--- config.mk ---
export PLATFORM = sky130hd
export DESIGN_NAME = t8wm_top
export DESIGN_NICKNAME = d
export VERILOG_FILES = /design/src/inc/t8wm_pkg.sv /design/src/rtl/t8wm_top.sv
export SDC_FILE = /design/constraint.sdc
export NUM_CORES = 1
export LEC_CHECK = 0
export ABC_AREA = 1
export BUFFER_PORTS_ARGS = -buffer_cell sky130_fd_sc_hd__buf_2
export CORE_MARGIN = 3
export CORE_UTILIZATION = 50
export CTS_CLUSTER_SIZE = 28
export DETAILED_ROUTE_END_ITERATION = 6
export GPL_TIMING_DRIVEN = 0
export PLACE_DENSITY = 0.83
export REMOVE_ABC_BUFFERS = 1
export SLEW_MARGIN = 20
export SYNTH_ARGS = -nofsm -noshare
export SYNTH_HDL_FRONTEND = slang
export SYNTH_SLANG_ARGS = --single-unit
--- constraint.sdc ---
create_clock -name CLOCK -period 2.5 [get_ports CLOCK]
set_clock_uncertainty 0.2 [all_clocks]
set_input_delay 0.25 -clock CLOCK [delete_from_list [all_inputs] [get_ports CLOCK]]
set_output_delay 0.25 -clock CLOCK [all_outputs]
set_load 0.005 [all_outputs]
--- src/inc/t8wm_pkg.sv ---
// Register map, field layout and mode codes of the 8-bit waveform timer
`default_nettype none
package t8wm_pkg;
	// Byte offsets on the APB slave
	localparam logic [7:0] T8WM_OFS_CTRL = 8'h00;
	localparam logic [7:0] T8WM_OFS_CMP = 8'h04;
	localparam logic [7:0] T8WM_OFS_CNT = 8'h08;
	localparam logic [7:0] T8WM_OFS_FLAG = 8'h0c;
	localparam logic [7:0] T8WM_OFS_PIN = 8'h10;

	// Field positions
	localparam int T8WM_CTRL_MODE_LSB = 0;
	localparam int T8WM_CTRL_COM_LSB = 4;
	localparam int T8WM_CTRL_CLK_LSB = 8;
	localparam int T8WM_FLAG_OVF = 0;
	localparam int T8WM_FLAG_CMP = 1;
	localparam int T8WM_PIN_LVL = 0;
	localparam int T8WM_PIN_DIR = 1;

	// Reset values
	localparam logic [2:0] T8WM_RST_MODE = 3'h0;
	localparam logic [1:0] T8WM_RST_COM = 2'h0;
	localparam logic [2:0] T8WM_RST_CLK = 3'h0;
	localparam logic [7:0] T8WM_RST_BYTE = 8'h00;
	localparam logic [31:0] T8WM_RD_ZERO = 32'h0000_0000;

	// Waveform mode codes
	localparam logic [2:0] T8WM_MODE_NORMAL = 3'h0;
	localparam logic [2:0] T8WM_MODE_PC_FF = 3'h1;
	localparam logic [2:0] T8WM_MODE_CTC = 3'h2;
	localparam logic [2:0] T8WM_MODE_FAST_FF = 3'h3;
	localparam logic [2:0] T8WM_MODE_PC_OCR = 3'h5;
	localparam logic [2:0] T8WM_MODE_FAST_OCR = 3'h7;

	// Compare output select codes
	localparam logic [1:0] T8WM_COM_OFF = 2'h0;
	localparam logic [1:0] T8WM_COM_TOGGLE = 2'h1;
	localparam logic [1:0] T8WM_COM_CLEAR = 2'h2;
	localparam logic [1:0] T8WM_COM_SET = 2'h3;

	// Counter extremes
	localparam logic [7:0] T8WM_BOTTOM = 8'h00;
	localparam logic [7:0] T8WM_MAX = 8'hff;
	localparam logic [7:0] T8WM_ONE = 8'h01;

	// Timer clock select codes and prescaler masks (N-1)
	localparam logic [2:0] T8WM_CLK_STOP = 3'h0;
	localparam logic [2:0] T8WM_CLK_DIV1 = 3'h1;
	localparam logic [2:0] T8WM_CLK_DIV8 = 3'h2;
	localparam logic [2:0] T8WM_CLK_DIV32 = 3'h3;
	localparam logic [2:0] T8WM_CLK_DIV64 = 3'h4;
	localparam logic [2:0] T8WM_CLK_DIV128 = 3'h5;
	localparam logic [2:0] T8WM_CLK_DIV256 = 3'h6;
	localparam logic [2:0] T8WM_CLK_DIV1024 = 3'h7;
	localparam logic [9:0] T8WM_PRE_MASK1 = 10'h000;
	localparam logic [9:0] T8WM_PRE_MASK8 = 10'h007;
	localparam logic [9:0] T8WM_PRE_MASK32 = 10'h01f;
	localparam logic [9:0] T8WM_PRE_MASK64 = 10'h03f;
	localparam logic [9:0] T8WM_PRE_MASK128 = 10'h07f;
	localparam logic [9:0] T8WM_PRE_MASK256 = 10'h0ff;
	localparam logic [9:0] T8WM_PRE_MASK1024 = 10'h3ff;
	localparam logic [9:0] T8WM_PRE_STEP = 10'h001;
endpackage : t8wm_pkg
`default_nettype wire

--- src/rtl/t8wm_top.sv ---
// 8-bit timer waveform generator (clear-on-match, fast and phase-correct PWM) with APB registers
//
// Notes on behaviour
// - Mode 2 clears counter when it equals compare A; compare A is TOP.
// - Clear-on-match compare writes act at once; missed match wraps via 0xFF.
// - Clear-on-match sets compare flag every time counter reaches TOP.
// - Clear-on-match with select 1 toggles output on every match.
// - Clear-on-match sets overflow flag on the MAX to zero step.
// - Modes 3 and 7 are fast PWM; TOP is 0xFF or compare A.
// - Fast PWM clears counter on the timer tick after TOP.
// - Fast PWM select 2 clears on match, sets at BOTTOM; 3 inverts.
// - Fast PWM sets overflow flag each time counter reaches TOP.
// - Fast PWM with TOP 0xFF repeats every 256 timer ticks.
// - Fast PWM compare BOTTOM gives spike; compare MAX gives constant level.
// - Fast PWM select 1 toggles on match in mode 7 only, compare still double buffered.
// - Modes 1 and 5 are phase-correct; TOP is 0xFF or compare A.
// - Phase-correct counter holds TOP one tick, then counts down.
// - Phase-correct select 2 clears on up match, sets on down; 3 inverts.
// - Phase-correct sets overflow flag each time counter reaches BOTTOM.
// - Phase-correct with TOP 0xFF repeats every 510 timer ticks.
// - Phase-correct compare BOTTOM holds low, MAX holds high; inverting opposite.
// - Phase-correct output is realigned at BOTTOM without a match.
// - Phase-correct compare at MAX gives the down-count match level.
// - Waveform reaches pin only while pin direction is output.
// - Compare buffered in PWM, loaded at TOP; direct in other modes.
// - Select 0 takes no action; pin stays under port control.
// - PWM select 2 and 3 match ignored when compare equals TOP; action done at TOP.
`timescale 1ns/1ns
`default_nettype none
module t8wm_top (
	input wire logic CLOCK,
	input wire logic ARST_N,
	input wire logic PSEL,
	input wire logic PENABLE,
	input wire logic PWRITE,
	input wire logic [7:0] PADDR,
	input wire logic [31:0] PWDATA,
	output logic [31:0] PRDATA,
	output logic PREADY,
	output logic PSLVERR,
	output logic WAVE_PIN_OUT,
	output logic WAVE_PIN_OE
);
	import t8wm_pkg::*;

	// Software-visible state
	logic [2:0] wave_mode_sel;
	logic [1:0] compare_output_sel_a;
	logic [2:0] clk_sel;
	logic [7:0] compare_buf;
	logic [7:0] compare_a_value;
	logic [7:0] counter_value;
	logic overflow_flag;
	logic compare_a_flag;
	logic port_level;
	logic port_dir;

	// Internal timer state
	logic count_down;
	logic wave_out_a;
	logic match_block;
	logic [9:0] pre_cnt;
	logic [9:0] pre_mask;

	// Next values
	logic [7:0] next_counter;
	logic next_down;
	logic next_wave;
	logic [7:0] next_compare;
	logic [31:0] next_rdata;

	// APB phase and address decode
	wire logic setup_ph = PSEL & ~PENABLE;
	wire logic access_ph = PSEL & PENABLE & PREADY;
	wire logic wr_en = access_ph & PWRITE;
	wire logic hit_ctrl = (PADDR == T8WM_OFS_CTRL);
	wire logic hit_cmp = (PADDR == T8WM_OFS_CMP);
	wire logic hit_cnt = (PADDR == T8WM_OFS_CNT);
	wire logic hit_flag = (PADDR == T8WM_OFS_FLAG);
	wire logic hit_pin = (PADDR == T8WM_OFS_PIN);
	wire logic mapped = hit_ctrl | hit_cmp | hit_cnt | hit_flag | hit_pin;
	wire logic cnt_wr = wr_en & hit_cnt;
	wire logic clr_ovf = wr_en & hit_flag & PWDATA[T8WM_FLAG_OVF];
	wire logic clr_cmp = wr_en & hit_flag & PWDATA[T8WM_FLAG_CMP];

	// Prescaler mask for the selected division
	always_comb begin
		unique case (clk_sel)
			T8WM_CLK_STOP: pre_mask = T8WM_PRE_MASK1;
			T8WM_CLK_DIV1: pre_mask = T8WM_PRE_MASK1;
			T8WM_CLK_DIV8: pre_mask = T8WM_PRE_MASK8;
			T8WM_CLK_DIV32: pre_mask = T8WM_PRE_MASK32;
			T8WM_CLK_DIV64: pre_mask = T8WM_PRE_MASK64;
			T8WM_CLK_DIV128: pre_mask = T8WM_PRE_MASK128;
			T8WM_CLK_DIV256: pre_mask = T8WM_PRE_MASK256;
			T8WM_CLK_DIV1024: pre_mask = T8WM_PRE_MASK1024;
		endcase
	end

	// Timer tick is a clock enable derived from the free-running prescaler
	wire logic tick = (clk_sel != T8WM_CLK_STOP) & ((pre_cnt & pre_mask) == pre_mask);

	// Mode decode
	wire logic is_ctc = (wave_mode_sel == T8WM_MODE_CTC);
	wire logic is_fast = (wave_mode_sel == T8WM_MODE_FAST_FF) | (wave_mode_sel == T8WM_MODE_FAST_OCR);
	wire logic is_pc = (wave_mode_sel == T8WM_MODE_PC_FF) | (wave_mode_sel == T8WM_MODE_PC_OCR);
	wire logic is_pwm = is_fast | is_pc;
	wire logic top_is_cmp = is_ctc | (wave_mode_sel == T8WM_MODE_FAST_OCR) |
		(wave_mode_sel == T8WM_MODE_PC_OCR);

	// Compare value in use: buffered in PWM, direct otherwise
	wire logic [7:0] cmp_val = is_pwm ? compare_a_value : compare_buf;
	wire logic [7:0] top_val = top_is_cmp ? cmp_val : T8WM_MAX;
	wire logic at_top = (counter_value == top_val);
	wire logic at_bottom = (counter_value == T8WM_BOTTOM);
	wire logic at_max = (counter_value == T8WM_MAX);
	wire logic cmp_is_top = (cmp_val == top_val);

	// Match is blocked for one tick after software writes the counter
	wire logic match = (counter_value == cmp_val) & ~match_block;

	// Flag events on the timer tick
	wire logic ovf_ev = tick & ~cnt_wr & (is_pc ? (count_down & at_bottom) :
		is_fast ? at_top : at_max);
	wire logic cmp_ev = tick & ~cnt_wr & match;

	// Toggle select only acts in the PWM modes whose TOP is compare A
	wire logic pwm_toggle = (compare_output_sel_a == T8WM_COM_TOGGLE) &
		((wave_mode_sel == T8WM_MODE_FAST_OCR) | (wave_mode_sel == T8WM_MODE_PC_OCR));
	wire logic com_hi = compare_output_sel_a[1];
	wire logic com_lo = compare_output_sel_a[0];

	// Counter sequence per mode
	always_comb begin
		next_counter = counter_value;
		next_down = is_pc & count_down;
		if (cnt_wr) begin
			next_counter = PWDATA[7:0];
		end else if (tick) begin
			if (is_pc) begin
				if (!count_down && at_top) begin
					// TOP has been held for this tick, now go down
					next_down = 1'b1;
					next_counter = counter_value - T8WM_ONE;
				end else if (count_down && at_bottom) begin
					next_down = 1'b0;
					next_counter = counter_value + T8WM_ONE;
				end else if (count_down) begin
					next_counter = counter_value - T8WM_ONE;
				end else begin
					next_counter = counter_value + T8WM_ONE;
				end
			end else if ((is_ctc || is_fast) && at_top) begin
				next_counter = T8WM_BOTTOM;
			end else begin
				// A TOP below the count is missed and the counter wraps
				next_counter = counter_value + T8WM_ONE;
			end
		end
	end

	// Compare register load: at TOP in PWM modes, mirrored otherwise
	always_comb begin
		next_compare = compare_a_value;
		if (!is_pwm) begin
			next_compare = compare_buf;
		end else if (tick && at_top && !count_down) begin
			next_compare = compare_buf;
		end
	end

	// Waveform register actions
	always_comb begin
		next_wave = wave_out_a;
		if (tick && !cnt_wr) begin
			if (is_fast) begin
				if (com_hi) begin
					if (match && !cmp_is_top) begin
						next_wave = com_lo;
					end
					if (at_top) begin
						// Level for the new period, seen from BOTTOM
						next_wave = ~com_lo;
					end
				end else if (pwm_toggle && match) begin
					next_wave = ~wave_out_a;
				end
			end else if (is_pc) begin
				if (com_hi) begin
					if (match && !cmp_is_top) begin
						next_wave = count_down ? ~com_lo : com_lo;
					end
					if (!count_down && at_top && cmp_is_top) begin
						next_wave = ~com_lo;
					end
					if (count_down && at_bottom) begin
						// Realign to the up-slope level for symmetry
						next_wave = (cmp_val != T8WM_BOTTOM) ^ com_lo;
					end
				end else if (pwm_toggle && match) begin
					next_wave = ~wave_out_a;
				end
			end else if (match) begin
				unique case (compare_output_sel_a)
					T8WM_COM_OFF: next_wave = wave_out_a;
					T8WM_COM_TOGGLE: next_wave = ~wave_out_a;
					T8WM_COM_CLEAR: next_wave = 1'b0;
					T8WM_COM_SET: next_wave = 1'b1;
				endcase
			end
		end
	end

	// Read data mux
	always_comb begin
		next_rdata = T8WM_RD_ZERO;
		if (hit_ctrl) begin
			next_rdata[T8WM_CTRL_MODE_LSB +: 3] = wave_mode_sel;
			next_rdata[T8WM_CTRL_COM_LSB +: 2] = compare_output_sel_a;
			next_rdata[T8WM_CTRL_CLK_LSB +: 3] = clk_sel;
		end else if (hit_cmp) begin
			next_rdata[7:0] = compare_buf;
		end else if (hit_cnt) begin
			next_rdata[7:0] = counter_value;
		end else if (hit_flag) begin
			next_rdata[T8WM_FLAG_OVF] = overflow_flag;
			next_rdata[T8WM_FLAG_CMP] = compare_a_flag;
		end else if (hit_pin) begin
			next_rdata[T8WM_PIN_LVL] = port_level;
			next_rdata[T8WM_PIN_DIR] = port_dir;
		end
	end

	// APB answer: one wait-free access phase after each setup
	always_ff @(posedge CLOCK or negedge ARST_N) begin
		if (!ARST_N) begin
			PREADY <= 1'b0;
			PRDATA <= T8WM_RD_ZERO;
			PSLVERR <= 1'b0;
		end else begin
			PREADY <= setup_ph;
			PRDATA <= (setup_ph & ~PWRITE) ? next_rdata : T8WM_RD_ZERO;
			PSLVERR <= setup_ph & ~mapped;
		end
	end

	// Control registers
	always_ff @(posedge CLOCK or negedge ARST_N) begin
		if (!ARST_N) begin
			wave_mode_sel <= T8WM_RST_MODE;
			compare_output_sel_a <= T8WM_RST_COM;
			clk_sel <= T8WM_RST_CLK;
		end else if (wr_en && hit_ctrl) begin
			wave_mode_sel <= PWDATA[T8WM_CTRL_MODE_LSB +: 3];
			compare_output_sel_a <= PWDATA[T8WM_CTRL_COM_LSB +: 2];
			clk_sel <= PWDATA[T8WM_CTRL_CLK_LSB +: 3];
		end
	end

	// Compare buffer and port bits
	always_ff @(posedge CLOCK or negedge ARST_N) begin
		if (!ARST_N) begin
			compare_buf <= T8WM_RST_BYTE;
			port_level <= 1'b0;
			port_dir <= 1'b0;
		end else begin
			if (wr_en && hit_cmp) begin
				compare_buf <= PWDATA[7:0];
			end
			if (wr_en && hit_pin) begin
				port_level <= PWDATA[T8WM_PIN_LVL];
				port_dir <= PWDATA[T8WM_PIN_DIR];
			end
		end
	end

	// Timer core
	always_ff @(posedge CLOCK or negedge ARST_N) begin
		if (!ARST_N) begin
			pre_cnt <= 10'h000;
			counter_value <= T8WM_RST_BYTE;
			count_down <= 1'b0;
			compare_a_value <= T8WM_RST_BYTE;
			wave_out_a <= 1'b0;
			match_block <= 1'b0;
		end else begin
			pre_cnt <= pre_cnt + T8WM_PRE_STEP;
			counter_value <= next_counter;
			count_down <= next_down;
			compare_a_value <= next_compare;
			wave_out_a <= next_wave;
			match_block <= cnt_wr | (match_block & ~tick);
		end
	end

	// Sticky flags: a set in the clear cycle wins
	always_ff @(posedge CLOCK or negedge ARST_N) begin
		if (!ARST_N) begin
			overflow_flag <= 1'b0;
			compare_a_flag <= 1'b0;
		end else begin
			overflow_flag <= ovf_ev | (overflow_flag & ~clr_ovf);
			compare_a_flag <= cmp_ev | (compare_a_flag & ~clr_cmp);
		end
	end

	// Pin: waveform overrides port level while a select is non-zero
	always_ff @(posedge CLOCK or negedge ARST_N) begin
		if (!ARST_N) begin
			WAVE_PIN_OUT <= 1'b0;
			WAVE_PIN_OE <= 1'b0;
		end else begin
			WAVE_PIN_OUT <= (compare_output_sel_a != T8WM_COM_OFF) ? wave_out_a : port_level;
			WAVE_PIN_OE <= port_dir;
		end
	end
endmodule : t8wm_top
`default_nettype wire

==> qor.csv, run 1 <==
stage;metric;value;unit
worst_setup_path;worst-path cell chain;buf_12 > nand2_1 > nand2_2 > nand2_1 > nand2_2 > nor2_2 > nand3_2 > nor2_4 > nand2_2 > nand2_4 > nand2_2 > nor3_1 > o22ai_1 > nand2_1 > nand2_1;
sta;max_slew headroom;47.2;%
place;RD Place Congestion;0.919;
sta;Slew Viols, Final;0;
die;Initial Util;52.9;%
synthesis;Syn Area/Cell;7.58;um2
worst_setup_path;Worst path slowest cell;dfrtp_4;
pwr;Psw;0.516;mW
worst_setup_path;peak fanout along the critical path;15;
cells_and_area;share of layout cells above drive strength 1;17.9;%
grt;pin count of the biggest net entering global routing;65;
sta;crit share post-route;95.9;%
grt;vias in the first global route;3287;
sta;final setup fails;0;
pwr;Leak Pwr;2.26;nW
grt;global route total overflow;0;
pwr;Comb power frac;4.9;%
sta;Worst Max-Slew Pin Slew;0.792;ns
sta;setup tns final;0;ns
drt;post-detailed-route DRC marker count;0;
cells_and_area;Storage cell area;0.00161;mm2
sta;final hold viol count;0;
synthesis;Yosys top cell by area;dfrtp_1;
grt;antenna violations before repair;0;
synthesis;EDFF count, synth;0;
worst_setup_path;worst path arrival time;2.45;ns
pwr;Sw Share;23.8;%
worst_setup_path;type of origin of the critical path;register;
synthesis;post-synth top area share;40.9;%
grt;first-pass GRT wire length;16000;um
clocking;Clock Sinks;64;
clocking;total CTS buffers;9;
worst_setup_path;Top delay family on crit path;simple AND/OR/NAND/NOR gates;
drt;vias per inst;5.38;
cells_and_area;Layout area overhead;14.9;%
cells_and_area;number of nets in the layout;618;
drt;1st-iter DRT viols;306;
pwr;sequential power share;48.3;%
sta;post-route minimum period;2.40;ns
clocking;H-tree level count;3;
synthesis;post-synthesis cell area;0.00392;mm2
sta;setup ws final;0.102;ns
worst_setup_path;crit path kind;register to register;
pwr;internal cell power;1.65;mW
die;Horiz. Die Dim;94.5;um
clocking;TritonCTS clock tree;done;
place;placed wire-length estimate;7120;um
clocking;clock buffer depth;2;
synthesis;YS warnings;0;
grt;GRT Total Usage;23.2;%
drt;final WL;9980;um
status;status;completed;
synthesis;synth unique cells;40;
drt;via count;3628;
hold_path;Hold/Removal Path Class;input pin to register;
synthesis;Mapped Cells;517;
die;Ports;81;
pwr;final total power;2.16;mW
synthesis;Primary FF master, synth;dfrtp_1;
place;pre-CTS setup slack;-0.298;ns
die;Chip Height;94.5;um
worst_setup_path;CP max stage delay;0.53;ns
cells_and_area;# diodes;0;
die;Die Area;0.00893;mm2
run;Max-Cap Viols;0;
pwr;worst vdd ir;358;uV
die;CORE AREA;0.00741;mm2
clocking;worst-skew pair later-pin latency;0.36;ns
cells_and_area;footprint of the multi-input gates;0.00193;mm2
synthesis;Synth async-reset ratio;100;%
worst_setup_path;Required @ worst endpoint;2.55;ns
pwr;clock network power share;46.9;%
synthesis;post-synthesis sequential area ratio;40.9;%
clocking;CTS root buf;clkbuf_8;
clocking;clk slew on worst S/H paths;0.09;ns
sta;maximum clock frequency;417;MHz
die;FP Rows;31;
drt;DRT antenna net count;0;
synthesis;Synth area leaders;dfrtp_1, nand2_1, inv_1;
drt;Avg WL per Cell;14.8;um
place;port bufs;38;
synthesis;post-synthesis register bit count;64;
drt;drt first pass iters;5;
worst_setup_path;Crit. End Element;register;
worst_setup_path;Buf/Inv on CP;1;
cells_and_area;fillers;653;
pwr;power per cell area;481;mW/mm2
[routing by layer]
metal | GRT usage (%) | wire (um) | share of wire (%)
met2 | 37.1 | 4690 | 47
met1 | 31.4 | 4150 | 42
met4 | 7.93 | 228 | 2.3
met3 | 4.62 | 907 | 9.1
met5 | 0 | 0 | 0
[worst min-delay path, delay by kind of cell]
family / cells / cell delay, ns
buffers and inverters: 2 / 0.14
AO/OA/AOI/OAI: 1 / 0.15
[layout make-up]
type | instances | share of cell area, %
timing repair buffer | 55 | 8.23
tap | 99 | 2.75
clock buffer | 9 | 2.75
inverter | 62 | 5.34
multi-input combinational | 378 | 43.0
clock inverter | 7 | 2.28
sequential | 64 | 35.7
[placed cells by master, fill, tap and decap left out, types with 11 or more instances in the layout]
cell type | synthesis | final
xor2_1 | 11 | 11
nand4_1 | 11 | 11
inv_1 | 56 | 55
nand2_2 | 12 | 16
a21oi_1 | 19 | 19
dlygate4sd3_1 | 0 | 11
nand2_1 | 127 | 123
nand3_1 | 35 | 34
conb_1 | 1 | 21
nor2_1 | 46 | 44
buf_2 | 4 | 38
o21ai_0 | 32 | 31
dfrtp_1 | 64 | 63
[registers in the layout, indices dropped and copies added, names as in the netlist, 2 cells and up]
register,cells
clk_sel,3
compare_buf,8
counter_value,8
wave_mode_sel,3
compare_a_value,8
pre_cnt,10
compare_output_sel_a,2
PRDATA,11
[final timing paths]
| path | start | slack, ns | cells after the start | endpoint |
|---|---|---|---|---|
| min reg2reg | port_dir$_DFFE_PN0P_ | 0.22 | 0 | WAVE_PIN_OE$_DFF_PN0_ |
| min | PWDATA[2] | 0.03 | 3 | compare_buf[2]$_DFFE_PN0P_ |
| max in group asynchronous | ARST_N | 1.18 | 2 | wave_mode_sel[0]$_DFFE_PN0P_ |
| max reg2reg | wave_mode_sel[0]$_DFFE_PN0P_ | 0.10 | 15 | counter_value[4]$_DFFE_PN0P_ |
| min in group asynchronous | ARST_N | 0.32 | 2 | PRDATA[7]$_DFF_PN0_ |
| max | wave_mode_sel[0]$_DFFE_PN0P_ | 0.10 | 15 | counter_value[4]$_DFFE_PN0P_ |
[metrics by stage]
| step | util (%) | hold WS, ns | area (um2) | instances |
|---|---|---|---|---|
| 2_1_floorplan | - | -0.246 | 3740 | 504 |
| 3_3_place_gp | 54.8 | 0.194 | 4060 | 641 |
| 3_5_place_dp | 54.9 | 0.188 | 4070 | 642 |
| 4_1_cts | 59.8 | 0.0282 | 4430 | 670 |
| 5_1_grt | 60.7 | 0.0410 | 4500 | 674 |
| 6_report | 60.7 | 0.0274 | 4500 | 674 |
[logic make-up after synthesis]
group	share of synthesized area (%)
simple gates	29.9
buf+inv	12.5
compound gates	11.9
flops	40.9
xor+xnor	3.80
fa+ha+maj	0.958
other cells	0.0957
[repair_timing]
item,in CTS,in global routing
gates resized for setup,2,11
hold endpoints to repair,76,0
hold buffers,11,0
pin swaps,1,4
setup buffers,1,4
setup endpoints to repair,18,16
[cell usage after synthesis (2+ instances only)]
cell type  instances
nand2_1          127
dfrtp_1           64
inv_1             56
nor2_1            46
nand3_1           35
o21ai_0           32
buf_4             22
a21oi_1           19
nand2_2           12
nand4_1           11
xor2_1            11
nor3_1             8
a211oi_1           6
o21ai_1            6
xnor2_1            6
inv_2              5
nand2_4            5
o22ai_1            5
buf_2              4
buf_6              3
clkbuf_1           3
ha_1               3
nand3_2            3
o211ai_1           3
a221oi_1           2
nor2_2             2
nor2_4             2
nor4_1             2
o221ai_1           2
or2_1              2
[power by group through the flow]
| stage | combinational (mW) | sequential (mW) | clock (mW) |
|---|---|---|---|
| 4_1_cts | 0.104 | 1.04 | 1.03 |
| 3_3_place_gp | 0.0866 | 1.07 | 0 |
| 3_5_place_dp | 0.0897 | 1.07 | 0 |
| 5_1_grt | 0.119 | 1.05 | 1.08 |
| 6_report | 0.105 | 1.04 | 1.01 |
| 2_1_floorplan | 0.0351 | 1.06 | 0 |
Power figures use the tool's default switching activity.
==> run 2: changes to the inputs <==
--- a/config.mk
+++ b/config.mk
@@ -6,13 +6,13 @@
 export NUM_CORES = 1
 export LEC_CHECK = 0
 export ABC_AREA = 1
-export BUFFER_PORTS_ARGS = -buffer_cell sky130_fd_sc_hd__buf_2
 export CORE_MARGIN = 3
 export CORE_UTILIZATION = 50
 export CTS_CLUSTER_SIZE = 28
 export DETAILED_ROUTE_END_ITERATION = 6
+export DONT_BUFFER_PORTS = 1
 export GPL_TIMING_DRIVEN = 0
-export PLACE_DENSITY = 0.83
+export PLACE_DENSITY = 0.74
 export REMOVE_ABC_BUFFERS = 1
 export SLEW_MARGIN = 20
 export SYNTH_ARGS = -nofsm -noshare
==> run 2 against run 1 <==
Against the previous run:
- maximum frequency rose by 0.86%
- critical path type unchanged
- largest cell class unchanged
- sequential power barely moved
- core utilization fell by 0.78 points
- first-iteration DRC count fell by 31%
- clock power fell by 22%
- critical endpoint is now counter_value[5]$_DFFE_PN0P_
- routed wire length fell by 0.21%
- cell count fell by 4.5%
- power fell by 11%
- cell area fell by 1.3%
==> qor.csv, run 2 (synthesis results as in run 1) <==
stage;metric;value;unit;change
sta;Slew Viols, Final;0;;unchanged
drt;post-detailed-route DRC marker count;0;;unchanged
drt;vias per inst;5.42;;+0.62%
cells_and_area;most flop-heavy register;PRDATA;;
die;Chip Height;94.5;um;unchanged
pwr;sequential power share;54.2;%;+5.9 points
status;status;completed;;
place;post-place instance area;0.00388;mm2;-4.7%
place;port bufs;0;;-100%
cells_and_area;number of nets in the layout;588;;-4.9%
worst_setup_path;Crit. End Element;register;;
place;pre-CTS setup slack;-0.221;ns;+0.0768 ns
drt;via count;3488;;-3.9%
pwr;worst vdd ir;341;uV;-4.9%
run;Max-Cap Viols;0;;unchanged
cells_and_area;Layout area overhead;13.4;%;
worst_setup_path;type of origin of the critical path;register;;
clocking;CTS root buf;clkbuf_8;;
worst_setup_path;crit path kind;register to register;;
clocking;clock buffer depth;2;;unchanged
sta;final setup fails;0;;unchanged
sta;setup ws final;0.122;ns;+0.0205 ns
cells_and_area;number of flip-flops in the largest register;11;;unchanged
pwr;power per cell area;434;mW/mm2;-9.7%
drt;1st-iter DRT viols;212;;-31%
drt;final WL;9960;um;-0.21%
cells_and_area;# diodes;0;;unchanged
grt;global route total overflow;0;;unchanged
sta;maximum clock frequency;421;MHz;+0.86%
worst_setup_path;worst path arrival time;2.47;ns;+0.02 ns
clocking;H-tree level count;3;;unchanged
worst_setup_path;peak fanout along the critical path;9;;-6
pwr;internal cell power;1.43;mW;-13%
sta;crit share post-route;95.1;%;-0.82 points
pwr;clock network power share;40.6;%;-6.3 points
pwr;Leak Pwr;2.10;nW;-7.2%
clocking;Clock Sinks;64;;unchanged
die;CORE AREA;0.00741;mm2;unchanged
clocking;worst-skew pair later-pin latency;0.35;ns;about the same
pwr;final total power;1.93;mW;-11%
cells_and_area;fillers;689;;+5.5%
die;Horiz. Die Dim;94.5;um;unchanged
drt;DRT antenna net count;0;;unchanged
grt;vias in the first global route;3394;;+3.3%
place;Cells after DPL;604;;-5.9%
worst_setup_path;Required @ worst endpoint;2.59;ns;+0.04 ns
sta;WHS;0.0313;ns;+0.00391 ns
cells_and_area;share of layout cells above drive strength 1;14.7;%;-3.2 points
grt;antenna violations before repair;0;;unchanged
pwr;Comb power frac;5.2;%;+0.3 points
clocking;clk slew on worst S/H paths;0.08;ns;about the same
clocking;total CTS buffers;9;;unchanged
die;Initial Util;52.9;%;unchanged
drt;Avg WL per Cell;15.5;um;+4.4%
pwr;Psw;0.495;mW;-4.1%
cells_and_area;Finished Layout Cells;644;;-4.5%
die;Die Area;0.00893;mm2;unchanged
cells_and_area;most common cell after layout, fill and taps aside;nand2_1;;
clocking;TritonCTS clock tree;done;;
hold_path;Hold/Removal Path Class;input pin to register;;
pwr;Sw Share;25.7;%;+1.8 points
sta;max_slew headroom;54.6;%;+7.3 points
drt;drt first pass iters;5;;unchanged
cells_and_area;most frequent cells in the layout;nand2_1, dfrtp_1, inv_1, nor2_1, nand3_1;;
sta;post-route minimum period;2.38;ns;-0.0205 ns
grt;pin count of the biggest net entering global routing;65;;unchanged
place;RD Place Congestion;0.928;;+0.94%
sta;final hold viol count;0;;unchanged
die;Ports;81;;unchanged
sta;setup tns final;0;ns;unchanged
cells_and_area;top flop regs;PRDATA: 11 flops, pre_cnt: 10 flops;;
cells_and_area;post-layout instance area;0.00444;mm2;-1.3%
die;FP Rows;31;;unchanged
grt;first-pass GRT wire length;16600;um;+4.0%
place;placed wire-length estimate;7050;um;-0.99%
cells_and_area;final design utilization;60.0;%;-0.78 points
grt;GRT Total Usage;24.2;%;+1.1 points
sta;Worst Max-Slew Pin Slew;0.676;ns;-0.116 ns
## run 2: changes by cell type in the layout (fill, tap and decap cells not counted), sizes merged
cell	previous run	this run
buf	44	7
dlygate4sd3	11	18
clkinv	2	5
bufinv	2	0
inv	64	62
clkinvlp	1	2
## run 2: final timing paths
path / startpoint / end / slack, ns / cells after the start
max reg2reg: wave_mode_sel[0]$_DFFE_PN0P_ / counter_value[5]$_DFFE_PN0P_ / 0.12 / 15
max: wave_mode_sel[0]$_DFFE_PN0P_ / counter_value[5]$_DFFE_PN0P_ / 0.12 / 15
min reg2reg: port_dir$_DFFE_PN0P_ / WAVE_PIN_OE$_DFF_PN0_ / 0.22 / 0
min: PADDR[5] / PSLVERR$_DFF_PN0_ / 0.03 / 3
min in group asynchronous: ARST_N / PSLVERR$_DFF_PN0_ / 0.23 / 2
max in group asynchronous: ARST_N / counter_value[3]$_DFFE_PN0P_ / 1.61 / 2
## run 2: critical path, stage by stage (launching register included)
cell	delay, ns
dfrtp_4	0.55
buf_12	0.16
or2_1	0.25
nand3_2	0.08
nand2_2	0.06
inv_2	0.05
nand3_2	0.07
nor2_4	0.22
nand2_4	0.11
nand2_8	0.11
nand2_8	0.07
o21ai_1	0.10
o21ai_2	0.06
o21ai_0	0.07
nand2_1	0.07
nand3_1	0.07
## run 2: power groups by stage
stage               logic (mW)  registers (mW)  clock network, mW
finish                  0.0993            1.05              0.784
detailed placement      0.0458            1.07                  0
CTS                     0.0969            1.05              0.807
global placement        0.0442            1.07                  0
global route             0.112            1.05              0.853
floorplan               0.0351            1.06                  0
## run 2: layout make-up
type / instances / area, um2 / share of cell area [%]
Inverter: 62 / 245 / 5.52
Tap cell: 99 / 124 / 2.79
Clock buffer: 9 / 124 / 2.79
Multi-Input combinational cell: 378 / 2020 / 45.4
Timing Repair Buffer: 25 / 282 / 6.34
Sequential cell: 64 / 1610 / 36.1
Clock inverter: 7 / 47.5 / 1.07
## run 2: metal layers
layer  track usage [%]  part of all wire, %  vias to the layer above
met5                 0                    0                        -
li1                  -                    -                     1682
met1              32.2                   44                     1652
met3              5.82                  7.2                       16
met2              39.4                   47                      138
met4              7.21                  1.8                        0
## run 2: repair_timing
item / 4_1_cts / 5_1_grt
setup endpoints to repair: 18 / 18
hold endpoints to repair: 97 / 0
setup buffers: 0 / 5
gates resized for setup: 1 / 33
hold buffers: 19 / 0
pin swaps: 0 / 9
==> run 3: changes to the inputs <==
--- a/config.mk
+++ b/config.mk
@@ -7,12 +7,12 @@
 export LEC_CHECK = 0
 export ABC_AREA = 1
 export CORE_MARGIN = 3
-export CORE_UTILIZATION = 50
+export CORE_UTILIZATION = 40
 export CTS_CLUSTER_SIZE = 28
 export DETAILED_ROUTE_END_ITERATION = 6
 export DONT_BUFFER_PORTS = 1
 export GPL_TIMING_DRIVEN = 0
-export PLACE_DENSITY = 0.74
+export PLACE_DENSITY = 0.63
 export REMOVE_ABC_BUFFERS = 1
 export SLEW_MARGIN = 20
 export SYNTH_ARGS = -nofsm -noshare
==> run 3 against run 2 <==
Against the previous run:
- worst hold slack worse by 0.0092 ns
- critical path depth down 1
- routed wire length up 1.9%
- the flow now finishes with violations (design-rule violations)
- count of clock-buffer cells in the layout unchanged
- sequential power about the same
==> qor.csv, run 3 (synthesis results as in run 1) <==
stage;metric;value;unit;change
status;status;finished with violations;;
status;failing checks;design-rule violations;;
pwr;Leak Pwr;2.12;nW;+1.2%
worst_setup_path;Worst R2R End;counter_value[5]$_DFFE_PN0P_;;
cells_and_area;# diodes;0;;unchanged
sta;final hold viol count;0;;unchanged
place;placed wire-length estimate;7360;um;+4.5%
sta;final setup fails;0;;unchanged
drt;final WL;10100;um;+1.9%
place;RD Place Congestion;0.891;;-3.9%
hold_path;hold path endpoint;compare_buf[0]$_DFFE_PN0P_;;
cells_and_area;final design utilization;47.6;%;-12 points
grt;GRT Total Usage;18.8;%;-5.5 points
worst_setup_path;Crit Reg-Reg Startpoint;wave_mode_sel[0]$_DFFE_PN0P_;;
cells_and_area;most flop-heavy register;PRDATA;;
die;FP Rows;35;;+13%
cells_and_area;top flop regs;PRDATA: 11 flops, pre_cnt: 10 flops;;
worst_setup_path;Crit. End Element;register;;
drt;drt first pass iters;7;;+2
hold_path;min-delay src;PWDATA[0];;
clocking;clock buffer depth;2;;unchanged
hold_path;Hold/Removal Path Class;input pin to register;;
drt;1st-iter DRT viols;228;;+7.5%
clocking;worst-skew pair later-pin latency;0.35;ns;about the same
cells_and_area;number of nets in the layout;589;;+0.17%
die;Chip Height;105;um;+11%
worst_setup_path;crit path kind;register to register;;
sta;maximum clock frequency;418;MHz;-0.50%
grt;pin count of the biggest net entering global routing;65;;unchanged
drt;vias per inst;5.07;;-6.3%
place;pre-CTS setup slack;-0.254;ns;-0.0322 ns
die;CORE AREA;0.00937;mm2;+26%
sta;Worst Max-Slew Pin Slew;0.650;ns;-0.0254 ns
grt;antenna violations before repair;0;;unchanged
sta;max_slew headroom;56.3;%;+1.7 points
sta;setup tns final;0;ns;unchanged
worst_setup_path;reg2reg path depth;14;;-1
clocking;clk slew on worst S/H paths;0.08;ns;about the same
die;Ports;81;;unchanged
drt;DRT antenna net count;0;;unchanged
clocking;total CTS buffers;9;;unchanged
clocking;CTS root buf;clkbuf_8;;
pwr;power per cell area;481;mW/mm2;+11%
worst_setup_path;reg2reg setup slack;0.11;ns;about the same
worst_setup_path;worst path arrival time;2.42;ns;-0.05 ns
clocking;TritonCTS clock tree;done;;
run;Max-Cap Viols;0;;unchanged
cells_and_area;number of flip-flops in the largest register;11;;unchanged
drt;post-detailed-route DRC marker count;1;;+1
clocking;H-tree level count;3;;unchanged
cells_and_area;share of layout cells above drive strength 1;14.7;%;-0.027 points
sta;Slew Viols, Final;0;;unchanged
drt;Avg WL per Cell;15.0;um;-2.8%
place;port bufs;0;;unchanged
hold_path;Hold Crit Depth;2;;-1
cells_and_area;Layout area overhead;14.0;%;
cells_and_area;most frequent cells in the layout;nand2_1, dfrtp_1, inv_1, nor2_1, nand3_1;;
clocking;Clock Sinks;64;;unchanged
drt;via count;3424;;-1.8%
sta;setup ws final;0.110;ns;-0.0121 ns
sta;post-route minimum period;2.39;ns;+0.0121 ns
die;Horiz. Die Dim;105;um;+11%
die;Die Area;0.0110;mm2;+23%
sta;crit share post-route;95.6;%;+0.48 points
worst_setup_path;Required @ worst endpoint;2.53;ns;-0.06 ns
pwr;worst vdd ir;263;uV;-23%
die;Initial Util;41.8;%;-11 points
grt;global route total overflow;0;;unchanged
cells_and_area;most common cell after layout, fill and taps aside;nand2_1;;
worst_setup_path;peak fanout along the critical path;11;;+2
grt;vias in the first global route;3347;;-1.4%
grt;first-pass GRT wire length;16600;um;-0.29%
worst_setup_path;type of origin of the critical path;register;;
==> run 3: cell count changes in the layout (fill, tap and decap cells not counted), sizes merged <==
cell	previous run	this run
clkinv	5	3
buf	7	10
clkinvlp	2	1
dlygate4sd3	18	16
inv	62	63
bufinv	0	2
==> run 3: repair_timing <==
action	4_1_cts	5_1_grt
endpoints found under the hold margin	93	0
gates resized for setup	2	25
buffers inserted	3	5
pin swaps	0	4
endpoints found under the setup margin	18	15
hold buffers	17	0
==> run 3: final cells by class <==
cell class	count	area, um2
timing repair buffer	26	256
fill	937	4910
inverter	62	245
tap	129	161
clock buffer	9	124
multi-input combinational	378	1970
clock inverter	7	103
sequential	64	1610
==> run 3: worst max-delay path by stage <==
stage,cells after the start,from,to
6_report,14,wave_mode_sel[0]$_DFFE_PN0P_,counter_value[5]$_DFFE_PN0P_
3_5_place_dp,15,wave_mode_sel[0]$_DFFE_PN0P_,counter_value[5]$_DFFE_PN0P_
3_3_place_gp,4,PADDR[1],compare_buf[3]$_DFFE_PN0P_
5_1_grt,14,wave_mode_sel[0]$_DFFE_PN0P_,counter_value[4]$_DFFE_PN0P_
2_1_floorplan,5,PADDR[1],compare_buf[6]$_DFFE_PN0P_
4_1_cts,14,wave_mode_sel[0]$_DFFE_PN0P_,counter_value[5]$_DFFE_PN0P_
==> run 3: through the flow <==
stage	instance area, um2	instances	hold slack (ns)	total power, mW
finish	4460	675	0.0221	2.15
global route	4460	675	0.0228	2.24
CTS	4360	670	0.00555	2.18
detailed placement	3920	634	-0.243	1.11
global placement	3900	633	-0.242	1.11
floorplan	3740	504	-0.246	1.10
==> run 3: per-layer routing <==
| layer | vias up | track usage [%] | part of all wire [%] |
|---|---|---|---|
| li1 | 1681 | - | - |
| met1 | 1594 | 25.7 | 47 |
| met2 | 128 | 28.7 | 45 |
| met3 | 21 | 5.13 | 6.0 |
| met4 | 0 | 6.28 | 1.9 |
| met5 | - | 0 | 0 |
==> run 3: critical path, stage by stage (launching register included) <==
cell	delay (ns)
dfrtp_4	0.55
clkinv_8	0.11
nand3_1	0.13
nand2_2	0.11
inv_2	0.06
o21ai_0	0.10
nand3_2	0.13
nor2_4	0.18
nand2_2	0.11
nand2_4	0.11
nand2_4	0.08
o21ai_1	0.15
o21ai_0	0.11
nand2_1	0.08
nand3_1	0.06
==> run 3: report_power, final <==
part | switching (mW) | internal, mW
Combinational | 0.0635 | 0.0337
Sequential | 0.00625 | 1.04
Clock | 0.435 | 0.571
Total | 0.504 | 1.64
